`src/verilog/cpusw_pkg.sv`:
```
// package: layout, reset values and carriers of the alu status word
package cpusw_pkg;
    // bit positions of the status word
    localparam int unsigned HALF_CARRY_POS = 8;
    localparam int unsigned PRIO_HI_POS    = 7;
    localparam int unsigned PRIO_LO_POS    = 5;
    localparam int unsigned REPEAT_POS     = 4;
    localparam int unsigned NEG_POS        = 3;
    localparam int unsigned EXCESS_POS     = 2;
    localparam int unsigned ZERO_POS       = 1;
    localparam int unsigned CARRY_POS      = 0;
    // reset value of every stored bit
    localparam logic [15:0] STATUS_RESET   = 16'h0000;
    // mask of bits software may write
    localparam logic [15:0] WRITE_MASK     = 16'h01EF;
    // priority code that blocks user interrupts
    localparam logic [2:0]  PRIO_BLOCK_ALL = 3'h7;
    // reset values of the registered level and block outputs
    localparam logic [3:0]  EFF_PRIO_RESET = 4'h0;
    localparam logic        BLOCKED_RESET  = 1'b0;

    // flag update from the alu for one operation
    typedef struct packed {
        logic       update;      // an operation affects flags this cycle
        logic       byte_op;     // byte sized operation
        logic [7:0] nib_cy;      // carries out of each low bit of result
        logic       neg_en;      // operation affects negative flag
        logic       neg;         // result negative
        logic       excess_en;   // operation affects overflow flag
        logic       excess;      // signed overflow occurred
        logic       zero_en;     // operation affects zero flag
        logic       zero;        // result is zero
        logic       carry_en;    // operation affects carry flag
        logic       carry;       // carry out of msb
        logic       hc_en;       // operation affects half carry flag
    } cpusw_flags_t;

    // software write of the status word
    typedef struct packed {
        logic        wr_en;      // write strobe
        logic [15:0] wr_data;    // value written
    } cpusw_write_t;
endpackage

```
`src/verilog/cpusw_status_word.sv`:
```
// module: the cpu alu status word register with flag update logic
//
// How it works
// - half carry from bit 3 or 7
// - priority level bits 7-5, writable, reset zero
// - level seven blocks all user interrupts
// - repeat indicator read-only, sequencer driven, reset zero
// - repeat indicator high while loop runs
// - extension bit lifts level to 8..15
// - zero result sets zero flag, nonzero clears
// - negative flag follows result sign
`timescale 1ns/1ps
module cpusw_status_word
    import cpusw_pkg::*;
(
    input  wire logic                    core_clk,
    input  wire logic                    sys_rst,
    input  wire cpusw_pkg::cpusw_flags_t alu_flags,
    input  wire cpusw_pkg::cpusw_write_t sw_write,
    input  wire logic                    repeat_busy,
    input  wire logic                    priority_level_extension,
    output logic [15:0]                  alu_status_word,
    output logic [3:0]                   effective_priority,
    output logic                         user_irq_blocked
);
    import cpusw_pkg::*;

    ////////////////////////////////////////////////////////////////////
    // state
    logic        half_carry_flag_reg;                // bit 8
    logic        half_carry_flag_next;
    logic [2:0]  cpu_priority_level_reg;             // bits 7-5
    logic [2:0]  cpu_priority_level_next;
    logic        repeat_loop_active_reg;             // bit 4
    logic        repeat_loop_active_next;
    logic        neg_flag_reg;                       // bit 3
    logic        neg_flag_next;
    logic        twos_complement_excess_flag_reg;    // bit 2
    logic        twos_complement_excess_flag_next;
    logic        zero_flag_reg;                      // bit 1
    logic        zero_flag_next;
    logic        carry_flag_reg;                     // bit 0
    logic        carry_flag_next;
    logic [15:0] status_out_reg;                     // registered view
    logic [15:0] status_out_next;
    logic [3:0]  eff_prio_reg;                       // registered level
    logic [3:0]  eff_prio_next;
    logic        blocked_reg;                        // registered block
    logic        blocked_next;
    logic [15:0] sw_bits;                            // masked write value
    logic        sw_take;                            // write strobe seen
    logic        hc_sel;                             // chosen half carry

    ////////////////////////////////////////////////////////////////////
    // notes for users of this word
    // - every change shows on the ports one edge after it is taken
    // - a write and an alu update may share a cycle; the write lands in
    //   the flags that the update leaves alone
    // - the repeat bit cannot be written: a stray write during a loop
    //   would otherwise end the loop as seen by software
    // - the blocked output is high for level seven and for every
    //   extended level, since those sit above all user levels
    // - the extension bit is owned elsewhere; this word only reads it

    ////////////////////////////////////////////////////////////////////
    // write decode: only the stored bits of a software write count;
    // the mask keeps bits 15 to 9 and the repeat bit out of every load
    always_comb begin
        // strobe passed on as is, one cycle wide
        sw_take = sw_write.wr_en;
        // unstored bits forced low before anything reads the value
        sw_bits = sw_write.wr_data & WRITE_MASK;
    end

    ////////////////////////////////////////////////////////////////////
    // half carry select: the carry column depends on operand size
    always_comb begin
        // byte results carry out of bit 3, word results out of bit 7
        if (alu_flags.byte_op) begin
            hc_sel = alu_flags.nib_cy[3];
        end else begin
            hc_sel = alu_flags.nib_cy[7];
        end
    end

    ////////////////////////////////////////////////////////////////////
    // flag group next state: software write first, alu update after;
    // a write and an update in one cycle give a single outcome, the alu
    // winning flag by flag and the write keeping the flags it alone set
    always_comb begin
        // hold every flag unless something below changes it
        half_carry_flag_next             = half_carry_flag_reg;
        neg_flag_next                    = neg_flag_reg;
        twos_complement_excess_flag_next = twos_complement_excess_flag_reg;
        zero_flag_next                   = zero_flag_reg;
        carry_flag_next                  = carry_flag_reg;
        // software write loads the five flags from the masked value
        if (sw_take) begin
            half_carry_flag_next             = sw_bits[HALF_CARRY_POS];
            neg_flag_next                    = sw_bits[NEG_POS];
            twos_complement_excess_flag_next = sw_bits[EXCESS_POS];
            zero_flag_next                   = sw_bits[ZERO_POS];
            carry_flag_next                  = sw_bits[CARRY_POS];
        end
        // alu update applied last so each enabled flag wins
        if (alu_flags.update) begin
            // half carry from the selected low-order carry
            if (alu_flags.hc_en) begin
                half_carry_flag_next = hc_sel;
            end
            // sign of result, zero counts as non-negative
            if (alu_flags.neg_en) begin
                neg_flag_next = alu_flags.neg;
            end
            // signed overflow of the operation
            if (alu_flags.excess_en) begin
                twos_complement_excess_flag_next = alu_flags.excess;
            end
            // zero result sets the flag, a nonzero result clears it
            if (alu_flags.zero_en) begin
                zero_flag_next = alu_flags.zero;
            end
            // carry or borrow out of the msb
            if (alu_flags.carry_en) begin
                carry_flag_next = alu_flags.carry;
            end
        end
    end

    ////////////////////////////////////////////////////////////////////
    // control group next state: priority level and repeat indicator
    always_comb begin
        // priority level holds unless software writes it
        cpu_priority_level_next = cpu_priority_level_reg;
        // a write loads all three level bits at once
        if (sw_take) begin
            cpu_priority_level_next =
                sw_bits[PRIO_HI_POS:PRIO_LO_POS];
        end
        // sequencer alone drives the repeat indicator, writes skip it
        repeat_loop_active_next = repeat_busy;
    end

    ////////////////////////////////////////////////////////////////////
    // view next state: built from next values so the outputs are
    // flip-flops yet still show a change one edge after it is taken
    always_comb begin
        // unstored bits stay low
        status_out_next = STATUS_RESET;
        // stored bits placed at their positions
        status_out_next[HALF_CARRY_POS] = half_carry_flag_next;
        status_out_next[PRIO_HI_POS:PRIO_LO_POS] = cpu_priority_level_next;
        status_out_next[REPEAT_POS]     = repeat_loop_active_next;
        status_out_next[NEG_POS]        = neg_flag_next;
        status_out_next[EXCESS_POS]     = twos_complement_excess_flag_next;
        status_out_next[ZERO_POS]       = zero_flag_next;
        status_out_next[CARRY_POS]      = carry_flag_next;
        // extension bit adds eight to the level
        eff_prio_next = {priority_level_extension,
                         cpu_priority_level_next};
        // level seven, or any level above it, blocks user interrupts
        blocked_next  = priority_level_extension ||
            (cpu_priority_level_next == PRIO_BLOCK_ALL);
    end

    ////////////////////////////////////////////////////////////////////
    // flag group registers, synchronous reset to the power-on value
    always_ff @(posedge core_clk) begin
        // reset clears every flag
        if (sys_rst) begin
            half_carry_flag_reg             <= STATUS_RESET[HALF_CARRY_POS];
            neg_flag_reg                    <= STATUS_RESET[NEG_POS];
            twos_complement_excess_flag_reg <= STATUS_RESET[EXCESS_POS];
            zero_flag_reg                   <= STATUS_RESET[ZERO_POS];
            carry_flag_reg                  <= STATUS_RESET[CARRY_POS];
        end else begin
            // each flag takes its next value
            half_carry_flag_reg             <= half_carry_flag_next;
            neg_flag_reg                    <= neg_flag_next;
            twos_complement_excess_flag_reg <=
                twos_complement_excess_flag_next;
            zero_flag_reg                   <= zero_flag_next;
            carry_flag_reg                  <= carry_flag_next;
        end
    end

    ////////////////////////////////////////////////////////////////////
    // control group registers, synchronous reset
    always_ff @(posedge core_clk) begin
        // reset drops the level to zero and the repeat bit low
        if (sys_rst) begin
            cpu_priority_level_reg <=
                STATUS_RESET[PRIO_HI_POS:PRIO_LO_POS];
            repeat_loop_active_reg <= STATUS_RESET[REPEAT_POS];
        end else begin
            // level and repeat bit take their next values
            cpu_priority_level_reg <= cpu_priority_level_next;
            repeat_loop_active_reg <= repeat_loop_active_next;
        end
    end

    ////////////////////////////////////////////////////////////////////
    // view registers: the only things the ports see
    always_ff @(posedge core_clk) begin
        // reset shows the power-on word and an open level
        if (sys_rst) begin
            status_out_reg <= STATUS_RESET;
            eff_prio_reg   <= EFF_PRIO_RESET;
            blocked_reg    <= BLOCKED_RESET;
        end else begin
            // view follows the next state of both groups
            status_out_reg <= status_out_next;
            eff_prio_reg   <= eff_prio_next;
            blocked_reg    <= blocked_next;
        end
    end

    ////////////////////////////////////////////////////////////////////
    // outputs straight from flip-flops, so no port carries a
    // combinational path from any input
    assign alu_status_word    = status_out_reg;
    assign effective_priority = eff_prio_reg;
    assign user_irq_blocked   = blocked_reg;
endmodule

```
`config.mk`:
```
export PLATFORM = sky130hd
export DESIGN_NAME = cpusw_status_word
export DESIGN_NICKNAME = d
export VERILOG_FILES = /design/src/verilog/cpusw_pkg.sv /design/src/verilog/cpusw_status_word.sv
export SDC_FILE = /design/constraint.sdc
export NUM_CORES = 1
export LEC_CHECK = 0
export BUFFER_PORTS_ARGS = -buffer_cell sky130_fd_sc_hd__buf_2
export CORE_ASPECT_RATIO = 0.9
export CORE_MARGIN = 3
export CORE_UTILIZATION = 25
export CTS_BUF_LIST = sky130_fd_sc_hd__clkbuf_4 sky130_fd_sc_hd__clkbuf_8
export DETAILED_ROUTE_END_ITERATION = 6
export GPL_ROUTABILITY_DRIVEN = 1
export GPL_TIMING_DRIVEN = 0
export PLACE_DENSITY = 0.64
export SYNTH_ARGS = -nofsm -noshare
export SYNTH_HDL_FRONTEND = slang
export SYNTH_SLANG_ARGS = --single-unit
```
`constraint.sdc`:
```
create_clock -name core_clk -period 1 [get_ports core_clk]
set_input_delay 0.1 -clock core_clk [delete_from_list [all_inputs] [get_ports core_clk]]
set_output_delay 0.1 -clock core_clk [all_outputs]
set_load 0.005 [all_outputs]
```
Word-level counts from Yosys, hierarchy flattened
Cells that the tools add are included.
{"block": "op_classes", "n_reduce_logical": 1, "multipliers": 0, "n_shift": 0, "eq_ne": 1, "n_lt_le_gt_ge": 0, "n_div": 0, "bitwise_logic": 0, "mux": 17, "add_sub_neg": 0}
{"op": "$mux W1", "n": 16}
{"op": "$eq A3 B3 Y1 const B", "n": 1}
{"op": "$mux W3", "n": 1}
{"op": "$logic_or A1 B1 Y1", "n": 1}
{"block": "word_totals", "ramBits": 0, "input_bits": 40, "rom_bits": 0, "regBits": 29, "latchBits": 0, "mem_count": 0, "wordCells": 29}

Longest topological paths before layout
Gate-level depths: netlist of run 1.
{"block": "depth", "word_depth": 3, "depth_mapped": 4}

Worst setup path before layout of run 1
No wires, ideal clock.
{"block": "synth_timing", "kind": "register to register", "startpoint": "reg half_carry_flag_reg", "endpoint": "reg half_carry_flag_reg", "path_stages_with_launch": 4, "setup_slack_ps": 155, "arrival_time_ps": 717, "cell_sequence": "dfxtp_1 -> and2b_2 -> a221oi_1 -> a311oi_1"}
{"block": "synth_via", "elab_chain_cells": 3}
{"element": "start, declared", "line_no": "cpusw_status_word.sv:30", "text": "logic half_carry_flag_reg;"}
{"element": "start signal, assigned", "line_no": "cpusw_status_word.sv:171", "text": "half_carry_flag_reg <= STATUS_RESET[HALF_CARRY_POS];"}
{"element": "start signal, assigned", "line_no": "cpusw_status_word.sv:178", "text": "half_carry_flag_reg <= half_carry_flag_next;"}
{"element": "$mux W1 *", "line_no": "cpusw_status_word.sv:98", "text": "if (sw_take) begin"}
{"element": "$mux W1", "line_no": "cpusw_status_word.sv:108", "text": "if (alu_flags.hc_en) begin"}
{"element": "$mux W1 *", "line_no": "cpusw_status_word.sv:106", "text": "if (alu_flags.update) begin"}
Every way passes the cells marked *; elsewhere a longest branch is shown, timed or not.
A chain may end at the register's enable or synchronous reset.

==> impl_metrics.json, run 1 <==
{
  "max_stage_delay_ps": 360,
  "cp-start-kind": "flop",
  "status": "completed",
  "drt_wl_total_mm": 1.36,
  "clock_power_share": 0.304,
  "p_sw_mw": 0.234,
  "p_comb_frac": 0.222,
  "min_period_over_period": 0.928,
  "hold_path.class": "in2reg",
  "finClkSkew_ps": 2.18,
  "die_area_um2": 2880,
  "synth_top_area_share": 0.389,
  "busiest_layer": "met2",
  "pre_cts_ws_ps": 86.6,
  "grt_max_degree": 11,
  "ys_types": 17,
  "cp.required_ps": 900,
  "routedWlPerCell_um": 10.2,
  "nNetsFinal": 150,
  "synth_enable_flop_cells": 0,
  "ys_seq_elements": 11,
  "postCtsHoldBufs": 0,
  "drt_iter0_drc": 2,
  "grt_antenna_before_repair": 0,
  "area_delta_synth_final_pct": 48.6,
  "die-width_um": 56.2,
  "globalplace.congestion": 0.754,
  "track_usage": 0.0952,
  "path_class": "reg2out",
  "core.rowCount": 15,
  "cap_violations": 0,
  "layout_setup_ws_ps": 71.6,
  "rr_worst_depth": 3,
  "ios": 61,
  "tns_ps": 0,
  "synthArstFlopShare": 0,
  "hold_path_depth": 2,
  "hpwl_mm": 1.18,
  "clock.fmax_mhz": 1080,
  "cts_root_buffer": "clkbuf_4",
  "maxSlewViolCount": 0,
  "clk_path_buf_depth": 2,
  "path_max_fanout": 4,
  "nFillCells": 219,
  "grt_pass1_wl_mm": 2.15,
  "slowest_stage": "dfxtp_1",
  "crit_arrival_ps": 830,
  "cp.depth": 2,
  "path_cells": "buf_4 -> buf_2",
  "cts_num_sinks": 11,
  "die_height_um": 51.2,
  "worstSetupEndpointType": "output port",
  "cts_max_level": 1,
  "core_area_um2": 2030,
  "port-buffer-count": 38,
  "synth_ff_type": "dfxtp_1",
  "ant_nets": 0,
  "path_delay_family": "flip-flops",
  "finalHoldViolations": 0,
  "syn_avg_cell_area_um2": 9.29,
  "grt_use_met3": 0.0354,
  "drc": 0,
  "cts_setup_buffers": 0,
  "min_period_ps": 928,
  "powerDensity_nw_per_um2": 1210,
  "largest_register_ffs": 6,
  "clkLatencyLatePin_ps": 250,
  "intPower_mw": 0.789,
  "cp_num_buf_inv": 2,
  "ir_drop_mv": 0.388,
  "swShare": 0.229,
  "yosysWarnings": 0,
  "met2_usage": 0.179,
  "grt_pass1_vias": 520,
  "setup_viol": 0,
  "cts_resized": 0,
  "yosys.area.top_type": "dfxtp_1",
  "final_util": 0.415,
  "syn_inst": 61,
  "grt_setup_unrepaired": "no",
  "use_met1": 0.0957,
  "synthMostInstantiatedCell": "buf_4",
  "yosys-top-cells-area": "dfxtp_1, buf_4, mux2i_1",
  "num_vias": 560,
  "clkTransAtPathRegs_ps": 70,
  "firstDrtPassIters": 2,
  "initial_utilization": 0.280,
  "synth_area_um2": 567,
  "grt-ovfl-total": 0,
  "synth_common_cells": "buf_4, dfxtp_1, mux2i_1",
  "viasPerCell": 4.18,
  "cts_tree": "yes",
  "p_leak_nw": 0.485,
  "antenna_cells": 0,
  "yosysSeqAreaShare": 0.389,
  "numCtsBuffers": 3,
  "drive_gt1_frac": 0.569,
  "pwr-share-seq": 0.474
}
[final timing paths]
check                                  from                   endpoint  slack, ps
hold reg to reg   cpu_priority_level_reg[0]  cpu_priority_level_reg[0]        530
setup reg to reg        half_carry_flag_reg        half_carry_flag_reg        110
setup / recovery  cpu_priority_level_reg[1]      effective_priority[1]         70
hold / removal                  repeat_busy         alu_status_word[4]         60
[logic make-up (layout without fill, tap and decap cells)]
family | Yosys count | after routing | share of synthesized area
buffers and inverters | 17 | 59 | 0.227
muxes | 8 | 8 | 0.141
other | 1 | 7 | 0.00662
AOI/OAI and AO/OA | 8 | 8 | 0.106
and+or+nand+nor | 16 | 16 | 0.130
DFF | 11 | 11 | 0.389
[layout by cell type, fill, tap and decap left out]
master / instances
mux2i_1: 8
buf_4: 15
nor2b_1: 2
nand3_1: 1
conb_1: 7
clkbuf_4: 4
buf_2: 39
buf_6: 1
dfxtp_2: 1
nor2_2: 1
nor2_1: 6
nand2_1: 5
a211oi_1: 4
a221oi_1: 1
and2b_2: 1
dfxtp_1: 10
o21ai_0: 1
a21o_1: 1
a311oi_1: 1
[metal layers]
layer / routed length (um) / vias up / part of all wire
met2: 659 / 28 / 0.48
met5: 0 / - / 0
met4: 0 / 0 / 0
met1: 548 / 253 / 0.40
met3: 156 / 0 / 0.11
li1: - / 279 / -
[final cells by class]
cell class,count,area [um^2],area share
well taps,25,31.3,0.0371
clock buffers,4,30.0,0.0357
plain buffers,17,129,0.153
flip-flops and latches,11,221,0.263
multi-input cells,39,240,0.285
repair buffers,38,190,0.226
[stage by stage]
step | hold slack [ps] | cells | area, um^2 | power, mW
2_1_floorplan | 214 | 67 | 589 | 0.622
3_3_place_gp | 310 | 130 | 811 | 0.717
3_5_place_dp | 326 | 130 | 811 | 0.724
4_1_cts | 53.5 | 134 | 841 | 1.05
5_1_grt | 65.5 | 134 | 842 | 1.10
6_report | 60.0 | 134 | 842 | 1.02
[power by group through the flow]
stage	logic, mW	registers, mW	clock network (mW)
detailed placement	0.230	0.494	0
floorplan	0.129	0.493	0
CTS	0.230	0.484	0.331
global placement	0.225	0.492	0
global route	0.252	0.489	0.361
finish	0.227	0.484	0.311
No activity file was read; power rests on OpenSTA's default activity.
==> run 2, diff against run 1 <==
--- a/config.mk
+++ b/config.mk
@@ -8,12 +8,12 @@
 export BUFFER_PORTS_ARGS = -buffer_cell sky130_fd_sc_hd__buf_2
 export CORE_ASPECT_RATIO = 0.9
 export CORE_MARGIN = 3
-export CORE_UTILIZATION = 25
+export CORE_UTILIZATION = 35
 export CTS_BUF_LIST = sky130_fd_sc_hd__clkbuf_4 sky130_fd_sc_hd__clkbuf_8
 export DETAILED_ROUTE_END_ITERATION = 6
 export GPL_ROUTABILITY_DRIVEN = 1
 export GPL_TIMING_DRIVEN = 0
-export PLACE_DENSITY = 0.64
+export PLACE_DENSITY = 0.84
 export SYNTH_ARGS = -nofsm -noshare
 export SYNTH_HDL_FRONTEND = slang
 export SYNTH_SLANG_ARGS = --single-unit
==> run 2 against run 1 <==
  * Non-clock buffer count is the same
  * Largest cell class unchanged
  * Sequential power hardly changed
  * Critical endpoint unchanged
  * Critical path depth unchanged
  * Worst setup slack got worse by 11 ps
==> impl_metrics.json, run 2 (synthesis gave the netlist of run 1 again) <==
{
  "ant_nets": 0,
  "drc": 0,
  "grt_antenna_before_repair": 0,
  "firstDrtPassIters": 4,
  "p_comb_frac": 0.218,
  "nNetsFinal": 150,
  "grt_setup_unrepaired": "no",
  "hpwl_mm": 1.02,
  "rr_worst_depth": 3,
  "slowest_stage": "dfxtp_2",
  "tns_ps": 0,
  "rr_endpoint": "half_carry_flag_reg",
  "p_leak_nw": 0.485,
  "max_stage_delay_ps": 330,
  "hold_path.class": "in2reg",
  "clkLatencyLatePin_ps": 270,
  "core.rowCount": 13,
  "r2r_setup_slack_ps": 120,
  "area_delta_synth_final_pct": 48.1,
  "setup.worst_path.start": "cpu_priority_level_reg[1]",
  "r2r-start": "half_carry_flag_reg",
  "track_usage": 0.133,
  "swShare": 0.239,
  "worstSetupEndpointType": "output port",
  "cts_tree": "yes",
  "initial_utilization": 0.383,
  "min_period_over_period": 0.940,
  "final_cell_mix": "buf_2, buf_4, dfxtp_1, mux2i_1, conb_1",
  "routedWlPerCell_um": 9.74,
  "num_vias": 547,
  "die_area_um2": 2140,
  "cp-start-kind": "flop",
  "viasPerCell": 4.18,
  "finClkSkew_ps": 0.245,
  "globalplace.congestion": 0.679,
  "p_sw_mw": 0.248,
  "pre_cts_ws_ps": 95.1,
  "grt_pass1_vias": 510,
  "clock.fmax_mhz": 1060,
  "drive_gt1_frac": 0.578,
  "crit_arrival_ps": 840,
  "grt_max_degree": 11,
  "die_height_um": 44.2,
  "grt-ovfl-total": 0,
  "cts_num_sinks": 11,
  "maxSlewViolCount": 0,
  "port-buffer-count": 38,
  "clock_power_share": 0.316,
  "setup_viol": 0,
  "clk_path_buf_depth": 2,
  "path_max_fanout": 4,
  "core_area_um2": 1480,
  "die-width_um": 48.4,
  "finalHoldViolations": 0,
  "cts_setup_buffers": 0,
  "path_cells": "buf_4 -> buf_2",
  "drt_wl_total_mm": 1.28,
  "min_period_ps": 940,
  "final_area_um2": 840,
  "intPower_mw": 0.790,
  "pwr-share-seq": 0.466,
  "clkTransAtPathRegs_ps": 70,
  "drt_iter0_drc": 8,
  "grt_pass1_wl_mm": 2.13,
  "ir_drop_mv": 0.665,
  "cap_violations": 0,
  "cts_root_buffer": "clkbuf_4",
  "layout_setup_ws_ps": 60.2,
  "antenna_cells": 0,
  "dpl-instance-area_um2": 807,
  "largest_register_ffs": 6,
  "status": "completed",
  "numCtsBuffers": 3,
  "final_util": 0.567,
  "path_class": "reg2out",
  "mostFrequentLayoutCell": "buf_2",
  "cp.required_ps": 900,
  "ios": 61,
  "cts_max_level": 1,
  "powerDensity_nw_per_um2": 1240,
  "endpoint": "effective_priority[1]"
}
run 2: power by group through the flow:
stage	Combinational [mW]	Clock [mW]	Sequential (mW)
global placement	0.222	0	0.491
CTS	0.228	0.347	0.483
detailed placement	0.227	0	0.494
floorplan	0.129	0	0.493
finish	0.226	0.328	0.484
global route	0.254	0.364	0.488
run 2: worst min-delay path by stage:
stage	startpoint	depth (start not counted)	endpoint	slack, ps
2_1_floorplan	alu_flags[18]	1	half_carry_flag_reg	210
3_3_place_gp	repeat_busy	2	alu_status_word[4]	310
3_5_place_dp	alu_flags[0]	2	half_carry_flag_reg	330
4_1_cts	alu_flags[0]	2	half_carry_flag_reg	40
5_1_grt	alu_flags[0]	2	half_carry_flag_reg	60
6_report	alu_flags[0]	2	half_carry_flag_reg	50
run 2: repair_timing:
action,CTS,global route
setup endpoints to repair,0,2
gates resized for setup,0,2
hold endpoints to repair,0,0
hold buffers,0,0
run 2: cell type report:
type	instances	area, um^2
Buffer	17	129
Timing Repair Buffer	38	190
Clock buffer	4	30.0
Sequential cell	11	223
Multi-Input combinational cell	39	240
Tap cell	22	27.5
Fill cell	138	641
run 2: routing by layer:
metal | GRT usage | share of wire | up-vias
li1 | - | - | 282
met1 | 0.133 | 0.38 | 231
met2 | 0.239 | 0.49 | 34
met3 | 0.0808 | 0.12 | 0
met4 | 0.0341 | 0 | 0
met5 | 0 | 0 | -
run 2: stage by stage:
step | hold WS (ps) | cells | total power, mW
2_1_floorplan | 214 | 67 | 0.622
3_3_place_gp | 312 | 127 | 0.714
3_5_place_dp | 331 | 127 | 0.720
4_1_cts | 35.5 | 131 | 1.06
5_1_grt | 56.5 | 131 | 1.11
6_report | 45.8 | 131 | 1.04
run 2: critical path: cells and delay by family (launching register included):
family / cells / cell delay (ps)
flip-flops: 1 / 330
buffers and inverters: 2 / 230
